File: src/sia_pkg.sv
/*
 * constants of the system interrupt aggregator: the summary/enable register
 * offset, bit positions, reset values and access masks.
 * assumes nothing of its surroundings; used with explicit package scope.
 */
package sia_pkg;

    // ----------------------------------------------------------------
    // register map
    // ----------------------------------------------------------------
    localparam int ADDR_W = 12;
    localparam logic [11:0] SUMMARY_OFFSET = 12'h014;

    // ----------------------------------------------------------------
    // enable half, bits 31:16
    // ----------------------------------------------------------------
    localparam int EN_LSB = 16;
    localparam int PIN1_EN_BIT = 31;
    localparam int PIN0_EN_BIT = 30;
    localparam int RSVD_HI_BIT = 29;
    localparam int HOST_EN_BIT = 28;
    localparam int RX1_EN_BIT = 27;
    localparam int RX0_EN_BIT = 26;
    localparam int TX1_EN_BIT = 25;
    localparam int TX0_EN_BIT = 24;
    localparam int BUF3_EN_BIT = 23;
    localparam int BUF0_EN_BIT = 20;
    localparam int FASTB_EN_BIT = 19;
    localparam int FASTA_EN_BIT = 18;
    localparam int LINK1_EN_BIT = 17;
    localparam int LINK0_EN_BIT = 16;

    // ----------------------------------------------------------------
    // pending half, bits 15:0
    // ----------------------------------------------------------------
    localparam int PIN1_PEND_BIT = 15;
    localparam int PIN0_PEND_BIT = 14;
    localparam int RSVD_LO_BIT = 13;
    localparam int HOST_PEND_BIT = 12;
    localparam int RX1_PEND_BIT = 11;
    localparam int RX0_PEND_BIT = 10;
    localparam int TX1_PEND_BIT = 9;
    localparam int TX0_PEND_BIT = 8;
    localparam int BUF3_PEND_BIT = 7;
    localparam int BUF2_PEND_BIT = 6;
    localparam int BUF1_PEND_BIT = 5;
    localparam int BUF0_PEND_BIT = 4;
    localparam int FASTB_PEND_BIT = 3;
    localparam int FASTA_PEND_BIT = 2;
    localparam int LINK1_PEND_BIT = 1;
    localparam int LINK0_PEND_BIT = 0;

    // ----------------------------------------------------------------
    // reset values and masks (16-bit halves, plus the 32-bit read data reset)
    // ----------------------------------------------------------------
    localparam logic [15:0] EN_RESET = 16'h1000;
    localparam logic [15:0] EN_WRITE_MASK = 16'hDFFF;
    localparam logic [15:0] PEND_MASK = 16'hDFFF;
    localparam logic [31:0] RDATA_RESET = 32'h0000_0000;

endpackage : sia_pkg

File: src/sia_pin_status.sv
/*
 * one pin-change status bit: set on any level change of its pin, cleared
 * by a write-one strobe from the pin configuration register decode.
 * assumes the pin is synchronous to sys_clk_i.
 */
`timescale 1ns/10ps
module sia_pin_status (
    // clock and reset
    input wire logic sys_clk_i,
    input wire logic rst_n_i,
    // pin and clear strobe
    input wire logic pin_i,
    input wire logic clear_i,
    // status
    output logic status_o
);

    typedef struct packed {
        logic last;
        logic primed;
        logic status;
    } sia_pin_state_type;

    sia_pin_state_type state_q;
    sia_pin_state_type state_d;

    // ----------------------------------------------------------------
    // next state
    // ----------------------------------------------------------------
    always_comb begin
        state_d = state_q;
        state_d.last = pin_i;
        state_d.primed = 1'b1;
        // first cycle after reset only learns the level, so a high pin
        // does not look like a change
        if (clear_i) begin
            state_d.status = 1'b0;
        end
        if (state_q.primed && (pin_i != state_q.last)) begin
            state_d.status = 1'b1; // set wins over clear
        end
    end

    always_ff @(posedge sys_clk_i) begin
        if (!rst_n_i) begin
            state_q <= '0;
        end else begin
            state_q <= state_d;
        end
    end

    assign status_o = state_q.status;

endmodule : sia_pin_status

File: src/sia_aggregator.sv
/*
 * system interrupt summary and enable register with the device interrupt.
 * assumes the per-source interrupt registers hand in one level per summary
 * bit, already reduced over their own enables, and that the host register
 * port presents single-cycle read/write strobes synchronous to sys_clk_i.
 */
`timescale 1ns/10ps
module sia_aggregator #(
    parameter int NUM_PINS = 4,
    parameter int SEL_W = 2
) (
    // clock and reset
    input wire logic sys_clk_i,
    input wire logic rst_n_i,
    // host register port
    input wire logic [11:0] reg_addr_i,
    input wire logic reg_wr_i,
    input wire logic reg_rd_i,
    input wire logic [31:0] reg_wdata_i,
    output logic [31:0] reg_rdata_o,
    // source interrupt register summaries
    input wire logic host_port_irq_i,
    input wire logic rx_path_irq1_i,
    input wire logic rx_path_irq0_i,
    input wire logic tx_path_irq1_i,
    input wire logic tx_path_irq0_i,
    input wire logic buffer_error_irq_hi_i,
    input wire logic buffer_error_irq_lo_i,
    input wire logic buffer_irq_hi_i,
    input wire logic buffer_irq_lo_i,
    input wire logic fast_port_b_irq_i,
    input wire logic fast_port_a_irq_i,
    input wire logic link_core_irq1_i,
    input wire logic link_core_irq0_i,
    // general pins and their configuration
    input wire logic [NUM_PINS-1:0] pin_i,
    input wire logic [NUM_PINS-1:0] pin_status_clear_i,
    input wire logic [SEL_W-1:0] pin_change1_select_i,
    input wire logic [SEL_W-1:0] pin_change0_select_i,
    output logic [NUM_PINS-1:0] pin_status_o,
    // device interrupt
    output logic irq_o
);

    typedef struct packed {
        logic [15:0] enable;
        logic [15:0] pending;
        logic irq;
        logic [31:0] rdata;
    } sia_top_state_type;

    sia_top_state_type state_q;
    sia_top_state_type state_d;
    logic [NUM_PINS-1:0] status;
    logic hit;

    // ----------------------------------------------------------------
    // per-pin change status
    // ----------------------------------------------------------------
    for (genvar g = 0; g < NUM_PINS; g++) begin : g_pin
        sia_pin_status u_pin_status (
            .sys_clk_i (sys_clk_i),
            .rst_n_i (rst_n_i),
            .pin_i (pin_i[g]),
            .clear_i (pin_status_clear_i[g]),
            .status_o (status[g])
        );
    end

    assign hit = (reg_addr_i == sia_pkg::SUMMARY_OFFSET);

    // ----------------------------------------------------------------
    // next state
    // ----------------------------------------------------------------
    always_comb begin
        state_d = state_q;
        // a select past the last pin picks nothing rather than wrapping
        state_d.pending[sia_pkg::PIN1_PEND_BIT] = (32'(pin_change1_select_i) < NUM_PINS)
            ? status[pin_change1_select_i] : 1'b0;
        state_d.pending[sia_pkg::PIN0_PEND_BIT] = (32'(pin_change0_select_i) < NUM_PINS)
            ? status[pin_change0_select_i] : 1'b0;
        state_d.pending[sia_pkg::RSVD_LO_BIT] = 1'b0;
        // levels, so each bit drops one cycle after its source is cleared
        state_d.pending[sia_pkg::HOST_PEND_BIT] = host_port_irq_i;
        state_d.pending[sia_pkg::RX1_PEND_BIT] = rx_path_irq1_i;
        state_d.pending[sia_pkg::RX0_PEND_BIT] = rx_path_irq0_i;
        state_d.pending[sia_pkg::TX1_PEND_BIT] = tx_path_irq1_i;
        state_d.pending[sia_pkg::TX0_PEND_BIT] = tx_path_irq0_i;
        state_d.pending[sia_pkg::BUF3_PEND_BIT] = buffer_error_irq_hi_i;
        state_d.pending[sia_pkg::BUF2_PEND_BIT] = buffer_error_irq_lo_i;
        state_d.pending[sia_pkg::BUF1_PEND_BIT] = buffer_irq_hi_i;
        state_d.pending[sia_pkg::BUF0_PEND_BIT] = buffer_irq_lo_i;
        state_d.pending[sia_pkg::FASTB_PEND_BIT] = fast_port_b_irq_i;
        state_d.pending[sia_pkg::FASTA_PEND_BIT] = fast_port_a_irq_i;
        state_d.pending[sia_pkg::LINK1_PEND_BIT] = link_core_irq1_i;
        state_d.pending[sia_pkg::LINK0_PEND_BIT] = link_core_irq0_i;

        // pending bits are read-only; writes land on the enable half only
        if (reg_wr_i && hit) begin
            state_d.enable = reg_wdata_i[31:16] & sia_pkg::EN_WRITE_MASK;
        end

        // enable bit n+16 gates pending bit n
        state_d.irq = |(state_q.pending & state_q.enable & sia_pkg::PEND_MASK);

        if (reg_rd_i && hit) begin
            state_d.rdata = {state_q.enable, state_q.pending};
        end else begin
            state_d.rdata = sia_pkg::RDATA_RESET;
        end
    end

    always_ff @(posedge sys_clk_i) begin
        if (!rst_n_i) begin
            state_q.enable <= sia_pkg::EN_RESET;
            state_q.pending <= '0;
            state_q.irq <= 1'b0;
            state_q.rdata <= sia_pkg::RDATA_RESET;
        end else begin
            state_q <= state_d;
        end
    end

    // ----------------------------------------------------------------
    // outputs
    // ----------------------------------------------------------------
    assign reg_rdata_o = state_q.rdata;
    assign irq_o = state_q.irq;
    assign pin_status_o = status;

endmodule : sia_aggregator

File: config.mk
export PLATFORM = sky130hd
export DESIGN_NAME = sia_aggregator
export DESIGN_NICKNAME = d
export VERILOG_FILES = /design/src/sia_pkg.sv /design/src/sia_pin_status.sv /design/src/sia_aggregator.sv
export SDC_FILE = /design/constraint.sdc
export NUM_CORES = 1
export LEC_CHECK = 0
export ABC_AREA = 1
export BUFFER_PORTS_ARGS = -buffer_cell sky130_fd_sc_hd__buf_2
export CORE_MARGIN = 2
export CORE_UTILIZATION = 52
export DETAILED_ROUTE_END_ITERATION = 16
export PLACE_DENSITY = 0.91
export RECOVER_POWER = 50
export SLEW_MARGIN = 10
export SYNTH_ARGS = -nofsm -noshare
export SYNTH_HDL_FRONTEND = slang
export SYNTH_HIERARCHICAL = 1
export SYNTH_SLANG_ARGS = --single-unit
File: constraint.sdc
create_clock -name sys_clk_i -period 1.4 [get_ports sys_clk_i]
set_input_delay 0 -clock sys_clk_i [delete_from_list [all_inputs] [get_ports sys_clk_i]]
set_output_delay 0 -clock sys_clk_i [all_outputs]
set_load 0.01 [all_outputs]
After elaboration in Yosys (flattened, before gate mapping)
Index checks and enable logic that the tools add are counted.
{ "classes": {"order_cmp": 2, "n_eq_ne": 5, "muxes": 16, "n_bitwise": 1, "reduce_logical": 12} }
{ "op_table": {"columns": ["operator", "n"], "rows": [
  ["$and 16x16->16", 1],
  ["$reduce_or 15->1", 1],
  ["$eq 12x5->1 const B", 1],
  ["$mux 1", 10],
  ["$mux 2", 4],
  ["$reduce_bool 2->1", 4],
  ["$logic_and 1x1->1", 6],
  ["$lt 2x3->1 const B", 2],
  ["$bmux 1 s2", 2],
  ["$ne 1x1->1", 4],
  ["$reduce_and 2->1", 1]
]} }
{ "totals": {"ff_bits": 75, "in_bits": 73, "out_inout_bits": 37, "word_cells": 53} }

Longest topological paths before layout
Gate-level depths: netlist of the first run.
{ "logic_depth": {"depth_word": 4, "mapped_depth": 9, "ltp_nobuf": 8} }

By module
Netlist of the first run, hierarchy kept.
{ "modules_own_cells": {"columns": ["mod", "instances", "cells_each", "area_each_um2", "seq_area_each_um2"], "rows": [
  ["sia_aggregator", 1, 335, 2476.1, 1221.2],
  ["sia_pin_status", 4, 14, 112.6, 60.1]
]} }

Worst setup path before layout of the first run
Ideal clock, no wire load.
{ "synth_path": {"path_type": "input-to-reg", "start": "input port reg_addr_i[3]", "end": "register state_q[49] in the netlist's numbering", "t_arrival_ns": 0.754, "setup_slack_ns": 0.536, "path_stages": 7, "path_buffers": 1, "cell_sequence": "inv_1 nand2_1 nor2_2 buf_2 nand4_1 nand2_1 nor2_1"} }
{ "synth_between": {"elab_chain_len": 2} }
{ "synth_rtl": {"columns": ["item", "line_no", "source"], "rows": [
  ["start: declaration", "sia_aggregator.sv:16", "input wire logic [11:0] reg_addr_i,"],
  ["$eq 12x5->1", "sia_aggregator.sv:70", "assign hit = (reg_addr_i == sia_pkg::SUMMARY_OFFSET);"],
  ["$logic_and 1x1->1", "sia_aggregator.sv:99", "if (reg_wr_i && hit) begin"],
  ["end signal: assignment", "sia_aggregator.sv:120", "state_q <= state_d;"],
  ["end: declaration", "sia_aggregator.sv:52", "sia_top_state_type state_q;"]
]} }
Every way passes these cells.
A chain may end at the register's enable or synchronous reset.

Worst setup path after layout of the first run
{ "layout_path": {"start": "register g_pin[1].u_pin_status.state_q (netlist bit g_pin[1].u_pin_status/status_o)", "end": "register state_q[47] in the netlist's numbering"} }
{ "layout_between": {"elab_chain_len": 2} }
{ "layout_rtl": {"columns": ["item", "line_no", "source"], "rows": [
  ["start: declaration", "sia_pin_status.sv:24", "sia_pin_state_type state_q;"],
  ["start signal: assignment", "sia_pin_status.sv:48", "state_q <= state_d;"],
  ["$bmux 1 s2", "sia_aggregator.sv:81", "? status[pin_change0_select_i] : 1'b0;"],
  ["$mux 1 (not written as such)", "sia_aggregator.sv:81", null]
]} }
Every way passes these cells. The select of a mux whose other input is x is not followed.

==> results of run 1 <==
[state kept, by name, summed over array words and instances, names as in the netlist]
register	cells
state_q	30
irq_o	1
reg_rdata_o	30
g_pin.u_pin_status/state_q	8
g_pin.u_pin_status/status_o	4
[worst min-delay path, cell delays in order]
cell and delay (ns):
buf_2 0.07, inv_1 0.03, nand4_1 0.07, nand2_1 0.05
nor2_1 0.08
[per-stage QoR]
| stage | total power [uW] | util [%] |
|---|---|---|
| finish | 4530 | 70.3 |
| floorplan | 2320 | - |
| detailed placement | 2440 | 59.0 |
| global placement | 2430 | 59.0 |
| CTS | 4540 | 70.8 |
| global route | 4690 | 70.3 |
[area by class of cell]
cell class / instances / area [um^2]
tap: 72 / 90.1
multi-input combinational: 177 / 801
fill: 436 / 1630
timing repair buffer: 136 / 866
clock inverter: 4 / 98.8
clock buffer: 12 / 155
inverter: 99 / 372
sequential: 73 / 1460
[routing by layer]
layer,wire length [um],up-vias,share of wire (%)
li1,-,1307,-
met1,2490,1153,37
met2,3590,100,54
met3,430,19,6.4
met4,169,0,2.5
met5,0,-,0
[power by group]
group	switching [uW]	leakage, uW	internal (uW)
clock	750	0.000127	1290
sequential	26.6	0.000596	2120
combinational	158	0.00124	188
total	935	0.00196	3600
[placed cells by master (no fill, tap or decap), types with 2 or more instances in the layout]
cell	n
nor2_1	53
clkbuf_1	33
o211ai_1	2
buf_2	58
inv_1	99
buf_4	6
nand2_1	79
nand3_1	3
nand4_1	19
dlygate4sd3_1	39
conb_1	2
a21oi_1	6
nand3_2	4
o21ai_0	2
dfxtp_1	72
a21oi_2	3
bufinv_16	3
clkbuf_8	11
[repair_timing]
action,in CTS,in global routing
endpoints found under the setup margin,0,2
resized for setup,0,3
setup buffers,0,2
endpoints found under the hold margin,38,0
hold buffers,39,0
[kinds of logic (layout without fill, tap and decap cells)]
| group | Yosys count | in the layout | share of synthesized area (%) |
|---|---|---|---|
| AO/OA/AOI/OAI | 13 | 13 | 2.91 |
| flip-flops | 73 | 73 | 49.9 |
| other | 1 | 2 | 0.128 |
| buffers and inverters | 142 | 251 | 22.7 |
| AND/OR/NAND/NOR | 162 | 162 | 24.3 |
[how the worst min path moves through the flow]
stage                            from  slack (ns)                               end
global route          reg_wdata_i[22]        0.06                       state_q[55]
global placement    fast_port_b_irq_i        0.19                       state_q[36]
floorplan                     rst_n_i        0.03  g_pin[0].u_pin_status/state_q[1]
finish                reg_wdata_i[22]       0.006                       state_q[55]
detailed placement   link_core_irq1_i        0.19                       state_q[34]
CTS                   reg_wdata_i[22]      0.0009                       state_q[55]
==> impl_metrics.json, run 1 <==
{
  "status": "complete, no violations",
  "yosysTopAreaCellShare_pct": 49.9,
  "fmax_ghz": 0.733,
  "synth_edf_count": 0,
  "yosys_warnings": 6,
  "clk_latency_ns": 0.33,
  "core.rowCount": 27,
  "cts_inserted_buffers": 9,
  "gr-usage-met2_pct": 42.4,
  "netlist_area_um2": 2930,
  "worst-setup-path-type": "flop to flop",
  "max_stage_delay_ns": 0.56,
  "synthTopCellsByArea": "dfxtp_1 50%, inv_1 13%, nand2_1 10%",
  "cp_max_fo": 3,
  "tns_ns": 0,
  "wirelength_mm": 6.68,
  "arrival_ns": 1.63,
  "track_usage_pct": 22.1,
  "power_density_nw_per_um2": 1180,
  "core_area_um2": 5470,
  "min_path_cells": 5,
  "min_path_type": "input port to flop",
  "grt_pass1_vias": 2474,
  "synth_commonest_cells": "99 x inv_1, 79 x nand2_1, 73 x dfxtp_1, 53 x nor2_1, 32 x buf_4",
  "placed_area_um2": 3230,
  "drc": 0,
  "fin_nets": 569,
  "ys_ff_latch": 73,
  "setup_ws_ns": 0.0349,
  "cp_cell_sequence": "inv_1, a21oi_2, dlygate4sd3_1, o21ai_0, a21oi_1",
  "hold_viol": 0,
  "die_x_um": 79.0,
  "cts-root-buf": "clkbuf_8",
  "drv_cap": 0,
  "cp_slowest_cell": "dlygate4sd3_1",
  "routedWlPerCell_um": 11.7,
  "fin_crit_sh_pct": 97.5,
  "placed_cells": 516,
  "reg2regPathDepth": 5,
  "critical_path_depth": 5,
  "synthDistinctLibCells": 20,
  "post-place-ws_ns": 0.190,
  "yosysSeqAreaShare_pct": 49.9,
  "clk_pin_slew_worst_paths_ns": 0.07,
  "fin_area_um2": 3840,
  "port_buffers": 90,
  "syn_to_final_growth_pct": 31.4,
  "grt_max_degree": 31,
  "end_kind": "flop",
  "num_vias": 2579,
  "grt_pass1_wl_mm": 10.5,
  "fin_skew_ns": 0.00476,
  "htree_levels": 3,
  "clk_path_buf_depth": 2,
  "pin_count": 110,
  "crit_path_end": "state_q[47]",
  "finalNonFillerCells": 573,
  "crit-reg2reg-capture": "state_q[47]",
  "yosysMostFrequentCell": "inv_1",
  "rrSetupSlack_ns": 0.03,
  "setup_violations": 0,
  "vdd_drop_max_uv": 1010,
  "syn_inst": 391,
  "worstReg2RegStart": "g_pin[1].u_pin_status/status_o",
  "grtUsageMet3_pct": 4.89,
  "ys.flop_type": "dfxtp_1",
  "drt_first_pass_iters": 4,
  "min_period_ns": 1.37,
  "p_leak_uw": 0.00196,
  "via_per_inst": 4.50,
  "cts_tree": "built",
  "synth.avg_cell_area_um2": 7.48,
  "fin_hold_ws_ns": 0.00603,
  "slew_violations": 0,
  "startpoint": "g_pin[1].u_pin_status/status_o",
  "cp_top_family": "buffers and inverters",
  "grt_overflow": 0,
  "required_ns": 1.67,
  "die_area_um2": 6240,
  "initial_utilization_pct": 53.5,
  "use_met1_pct": 21.7,
  "dpl.hpwl_mm": 4.02,
  "drive_above_1_share_pct": 18.2,
  "antenna_cells": 0,
  "rsz0062_at_grt": "true",
  "place_congestion": 0.785,
  "async_flop_share_pct": 0,
  "antenna_found_initial": 0,
  "start_kind": "flop",
  "busiest_layer": "met2",
  "die_h_um": 79.0,
  "drt_iter0_markers": 74,
  "path_buf_inv": 2,
  "ant_nets": 0,
  "synth_top_area_cell": "dfxtp_1",
  "clkSinkCount": 73
}
Power figures use the tool's default switching activity.
==> inputs of run 2 (changes only) <==
- CORE_UTILIZATION: 52 -> 44
- PLACE_DENSITY: 0.91 -> 0.83
- TNS_END_PERCENT: unset -> 50
- clock period: 1.4 -> 1.2 ns (I/O delays scaled with it)
==> run 2 against run 1 <==
  * Critical path depth decreased by 1
  * Flip-flop and latch count unchanged
  * Power increased by 18%
  * Die area up 17%
  * Worst setup slack better by 0.27 ns
  * Combinational power up 11%
  * Clock-buffer cell count decreased by 2
  * Utilization is 9.9 points lower
  * Hold slack improved by 0.013 ns
==> impl_metrics.json, run 2 (same netlist as run 1, synthesis figures left out) <==
{
  "tns_ns": 0,
  "die_x_um": 85.6,
  "worstReg2RegStart": "g_pin[1].u_pin_status/status_o",
  "drt_iter0_markers": 49,
  "critical_path_depth": 4,
  "fill_cells": 550,
  "syn_to_final_growth_pct": 31.7,
  "via_per_inst": 4.33,
  "setup_ws_ns": 0.300,
  "startpoint": "g_pin[1].u_pin_status/status_o",
  "end_kind": "flop",
  "hold_viol": 0,
  "core.rowCount": 29,
  "initial_utilization_pct": 45.8,
  "die_h_um": 85.6,
  "clk_latency_ns": 0.34,
  "cp_top_family": "flip-flops",
  "dpl.hpwl_mm": 4.21,
  "grt_pass1_wl_mm": 10.7,
  "fin_hold_ws_ns": 0.0193,
  "clk_pin_slew_worst_paths_ns": 0.07,
  "port_buffers": 90,
  "antenna_cells": 0,
  "arrival_ns": 1.16,
  "worstMarginPinSlew_ns": 0.605,
  "setup_violations": 0,
  "grt_pass1_vias": 2472,
  "die_area_um2": 7320,
  "power.total_uw": 5330,
  "drt_first_pass_iters": 4,
  "cts_tree": "built",
  "status": "complete, no violations",
  "num_vias": 2485,
  "drive_above_1_share_pct": 23.7,
  "vdd_drop_max_uv": 860,
  "drc": 0,
  "cts-root-buf": "clkbuf_8",
  "crit_path_end": "state_q[48]",
  "core_area_um2": 6390,
  "cp_slowest_cell": "dfxtp_1",
  "max_slew_margin_pct": 59.7,
  "crit-reg2reg-capture": "state_q[48]",
  "htree_levels": 3,
  "regArea_um2": 1460,
  "fin_nets": 566,
  "timing.critical_path.mode_cell": "a21oi_1",
  "place_congestion": 0.740,
  "track_usage_pct": 19.3,
  "max_stage_delay_ns": 0.38,
  "fmax_ghz": 1.11,
  "grt_overflow": 0,
  "start_kind": "flop",
  "slew_violations": 0,
  "grt_max_degree": 31,
  "layout_common_cells": "99 x inv_1, 89 x buf_2, 79 x nand2_1",
  "reg2regPathDepth": 4,
  "clkSinkCount": 73,
  "fin_area_um2": 3850,
  "power_density_nw_per_um2": 1380,
  "clk_path_buf_depth": 2,
  "cp_max_fo": 3,
  "path_buf_inv": 1,
  "placed_area_um2": 3240,
  "ant_nets": 0,
  "routedWlPerCell_um": 11.3,
  "worst-setup-path-type": "flop to flop",
  "drv_cap": 0,
  "cp_cell_sequence": "inv_1, a21oi_1, o21ai_0, a21oi_1",
  "p_leak_uw": 0.00208,
  "ctsHoldBuffers": 37,
  "fin_skew_ns": 0.00934,
  "min_period_ns": 0.900,
  "wirelength_mm": 6.48,
  "cts_inserted_buffers": 9,
  "layout_commonest_cell": "inv_1",
  "antenna_found_initial": 0,
  "post-place-ws_ns": 0.0474,
  "required_ns": 1.46,
  "post_cts_resized": 0,
  "postCtsSetupRepairBufs": 0,
  "min_path_type": "input port to flop",
  "pin_count": 110,
  "rsz0062_at_grt": "false",
  "fin_crit_sh_pct": 75.0,
  "multi_input_area_um2": 797,
  "rrSetupSlack_ns": 0.30
}
## run 2: changes by cell type in the layout (fill, tap and decap cells not counted), sizes merged
| cell | previous run | this run |
|---|---|---|
| buf | 65 | 93 |
| bufinv | 3 | 4 |
| clkbuf | 44 | 13 |
| dlygate4sd3 | 39 | 37 |
## run 2: stage by stage
step                      utilization, %  instances
after global placement              50.8        522
after CTS                           60.6        574
after floorplan                        -        392
after global routing                60.4        574
final                               60.4        574
after detailed placement            50.8        522
## run 2: layout make-up
type / count / share of cell area [%]
Clock buffer: 10 / 3.31
Clock inverter: 5 / 3.34
Inverter: 99 / 9.64
Multi-Input combinational cell: 177 / 20.7
Sequential cell: 73 / 37.9
Tap cell: 77 / 2.50
Timing Repair Buffer: 133 / 22.6
## run 2: worst min-delay path by stage
| stage | from | endpoint | cells past startpoint |
|---|---|---|---|
| floorplan | rst_n_i | g_pin[0].u_pin_status/state_q[1] | 0 |
| CTS | reg_wdata_i[16] | state_q[49] | 5 |
| global route | reg_wdata_i[16] | state_q[49] | 5 |
| detailed placement | rx_path_irq1_i | state_q[44] | 3 |
| global placement | buffer_error_irq_hi_i | state_q[40] | 3 |
| finish | reg_wdata_i[16] | state_q[49] | 5 |
## run 2: report_power, final
group          internal [uW]  switching [uW]
Combinational            207             178
Clock                   1580             860
Sequential              2470            29.7
## run 2: layer usage
metal  track usage, %  up-vias  share of wire, %
li1                 -     1301                 -
met1             17.9     1101                37
met2             37.1       71                54
met3             8.66       12               6.7
met4             6.20        0               1.9
met5                0        -                 0
## run 2: worst reg2reg max path, stage by stage (launching register included)
cell and delay (ns):
dfxtp_1 0.38, inv_1 0.07, a21oi_1 0.12, o21ai_0 0.10, a21oi_1 0.15
==> inputs of run 3 (changes only) <==
- ABC_AREA: 1 -> 0
- CORE_UTILIZATION: 44 -> 47
- PLACE_DENSITY: 0.83 -> 0.86
- clock period: 1.2 -> 0.9 ns (I/O delays scaled with it)
==> run 3 against run 2 <==
  * The run now ends with negative setup slack left
  * Utilization rose by 9.2 points
  * Combinational power rose by 22%
  * Critical path depth rose by 2
  * Hold slack improved by 0.065 ns
  * Cell count fell by 23%
  * Sequential share of layout area rose by 0.84 points
  * Sequential power rose by 34%
  * Cell area fell by 1.9%
  * Synthesized cell count fell by 38%
  * Die area fell by 16%
  * Power rose by 27%
  * Register-to-register slack got worse by 0.51 ns
==> impl_metrics.json, run 3 <==
{
  "synth_commonest_cells": "73 x dfxtp_1, 45 x and2_1, 33 x nand2_1, 32 x buf_4, 15 x mux2i_1",
  "yosysTopAreaCellShare_pct": 56.0,
  "pin_count": 110,
  "drt_first_pass_iters": 4,
  "track_usage_pct": 18.2,
  "port_buffers": 90,
  "required_ns": 1.17,
  "clk_latency_ns": 0.33,
  "clk_path_buf_depth": 2,
  "max_slew_margin_pct": 59.4,
  "vdd_drop_max_uv": 1300,
  "ys.flop_type": "dfxtp_1",
  "cts_inserted_buffers": 9,
  "drt_iter0_markers": 67,
  "yosysMostFrequentCell": "dfxtp_1",
  "place_congestion": 0.715,
  "rrSetupSlack_ns": -0.21,
  "min_path_type": "input port to flop",
  "layout_commonest_cell": "buf_2",
  "ys_ff_latch": 73,
  "min_period_ns": 1.15,
  "power_density_nw_per_um2": 1790,
  "dpl.hpwl_mm": 3.34,
  "synthDistinctLibCells": 25,
  "antenna_found_initial": 0,
  "die_h_um": 78.5,
  "end_kind": "flop",
  "fin_util_pct": 69.5,
  "drive_above_1_share_pct": 40.1,
  "core_area_um2": 5440,
  "rsz0062_at_grt": "true",
  "yosysSeqAreaShare_pct": 56.0,
  "num_vias": 1963,
  "hold_viol": 0,
  "core.rowCount": 27,
  "power.total_uw": 6770,
  "setup_ws_ns": -0.254,
  "fin_nets": 438,
  "layout_common_cells": "79 x buf_2, 70 x dfxtp_1, 36 x dlygate4sd3_1",
  "drc": 0,
  "syn_to_final_growth_pct": 44.8,
  "antenna_cells": 0,
  "wirelength_mm": 5.72,
  "synth.avg_cell_area_um2": 10.7,
  "fmax_ghz": 0.866,
  "violations": "negative setup slack",
  "ant_nets": 0,
  "cts_tree": "built",
  "worstMarginPinSlew_ns": 0.608,
  "synth_top_area_cell": "dfxtp_1",
  "async_flop_share_pct": 0,
  "synthTopCellsByArea": "dfxtp_1 56%, and2_1 11%, buf_4 9.2%",
  "die_x_um": 78.5,
  "fin_hold_ws_ns": 0.0840,
  "setup_violations": 49,
  "grt_pass1_wl_mm": 8.48,
  "reg2regPathDepth": 3,
  "clkSinkCount": 73,
  "cp_max_fo": 6,
  "status": "complete, but fails checks",
  "p_leak_uw": 0.00171,
  "fin_skew_ns": 0.00826,
  "grt_pass1_vias": 1927,
  "grt_overflow": 0,
  "netlist_area_um2": 2610,
  "worst-setup-path-type": "input port to flop",
  "cts-root-buf": "clkbuf_8",
  "drv_cap": 0,
  "fin_crit_sh_pct": 128,
  "via_per_inst": 4.45,
  "syn_inst": 244,
  "synth_edf_count": 0,
  "yosys_warnings": 6,
  "routedWlPerCell_um": 13.0,
  "slew_violations": 0,
  "min_path_cells": 3,
  "clk_pin_slew_worst_paths_ns": 0.07,
  "grt_max_degree": 35,
  "arrival_ns": 1.42,
  "fill_cells": 426,
  "initial_utilization_pct": 48.0,
  "die_area_um2": 6170,
  "htree_levels": 3,
  "start_kind": "input port"
}
## run 3: layout make-up
class | instances | area [um^2] | area share (%)
clock inverters | 5 | 105 | 2.78
repair buffers | 150 | 1070 | 28.2
flip-flops and latches | 73 | 1470 | 38.7
multi-input cells | 130 | 923 | 24.4
well taps | 72 | 90.1 | 2.38
inverters | 1 | 3.75 | 0.0993
clock buffers | 10 | 128 | 3.38
## run 3: where the power goes
part	total (uW)	switching, uW	internal, uW
logic	469	170	300
clock network	2950	1130	1830
registers	3340	40.6	3300
## run 3: cells by family (layout without fill, tap and decap cells)
| logic type | after synthesis | after routing | synth area share [%] |
|---|---|---|---|
| other | 1 | 2 | 0.144 |
| AND/OR/NAND/NOR | 95 | 95 | 21.0 |
| AO/OA/AOI/OAI | 12 | 12 | 3.16 |
| multiplexers | 17 | 17 | 7.47 |
| XOR/XNOR | 4 | 4 | 1.34 |
| buffers and inverters | 42 | 166 | 10.9 |
| flip-flops | 73 | 73 | 56.0 |
## run 3: timing repair
action / 4_1_cts / 5_1_grt
setup buffers: 0 / 1
pin swaps: 0 / 12
hold buffers: 36 / 0
endpoints found under the hold margin: 36 / 0
gates resized for setup: 9 / 28
setup endpoints to repair: 50 / 51
gates cloned: 0 / 4
## run 3: final timing paths
path                                          from                              to
setup / recovery                     reg_addr_i[1]                 reg_rdata_o[21]
hold / removal             pin_change1_select_i[1]                     state_q[48]
setup reg to reg                       state_q[36]                           irq_o
hold reg to reg   g_pin[0].u_pin_status/state_q[1]  g_pin[0].u_pin_status/status_o
## run 3: routing by layer
| layer | part of all wire [%] | track usage, % | vias to the layer above |
|---|---|---|---|
| li1 | - | - | 994 |
| met1 | 39 | 18.8 | 884 |
| met2 | 54 | 33.8 | 76 |
| met3 | 5.7 | 4.37 | 9 |
| met4 | 1.6 | 9.30 | 0 |
| met5 | 0 | 0 | - |
## run 3: critical path, cell delays in order
cell and delay (ns):
buf_6 0.09, or4b_4 0.57, nor4_4 0.32, buf_6 0.19, buf_6 0.13, and2_1 0.13
## run 3: stage by stage
step / TNS (ns) / cells / worst slack, ns / area [um^2]
after floorplan: -21.93 / 245 / -0.584 / 2620
after global placement: -24.49 / 385 / -0.559 / 3040
after detailed placement: -24.80 / 385 / -0.573 / 3040
after CTS: -8.69 / 436 / -0.218 / 3670
after global routing: -12.56 / 441 / -0.287 / 3780
final: -10.69 / 441 / -0.254 / 3780
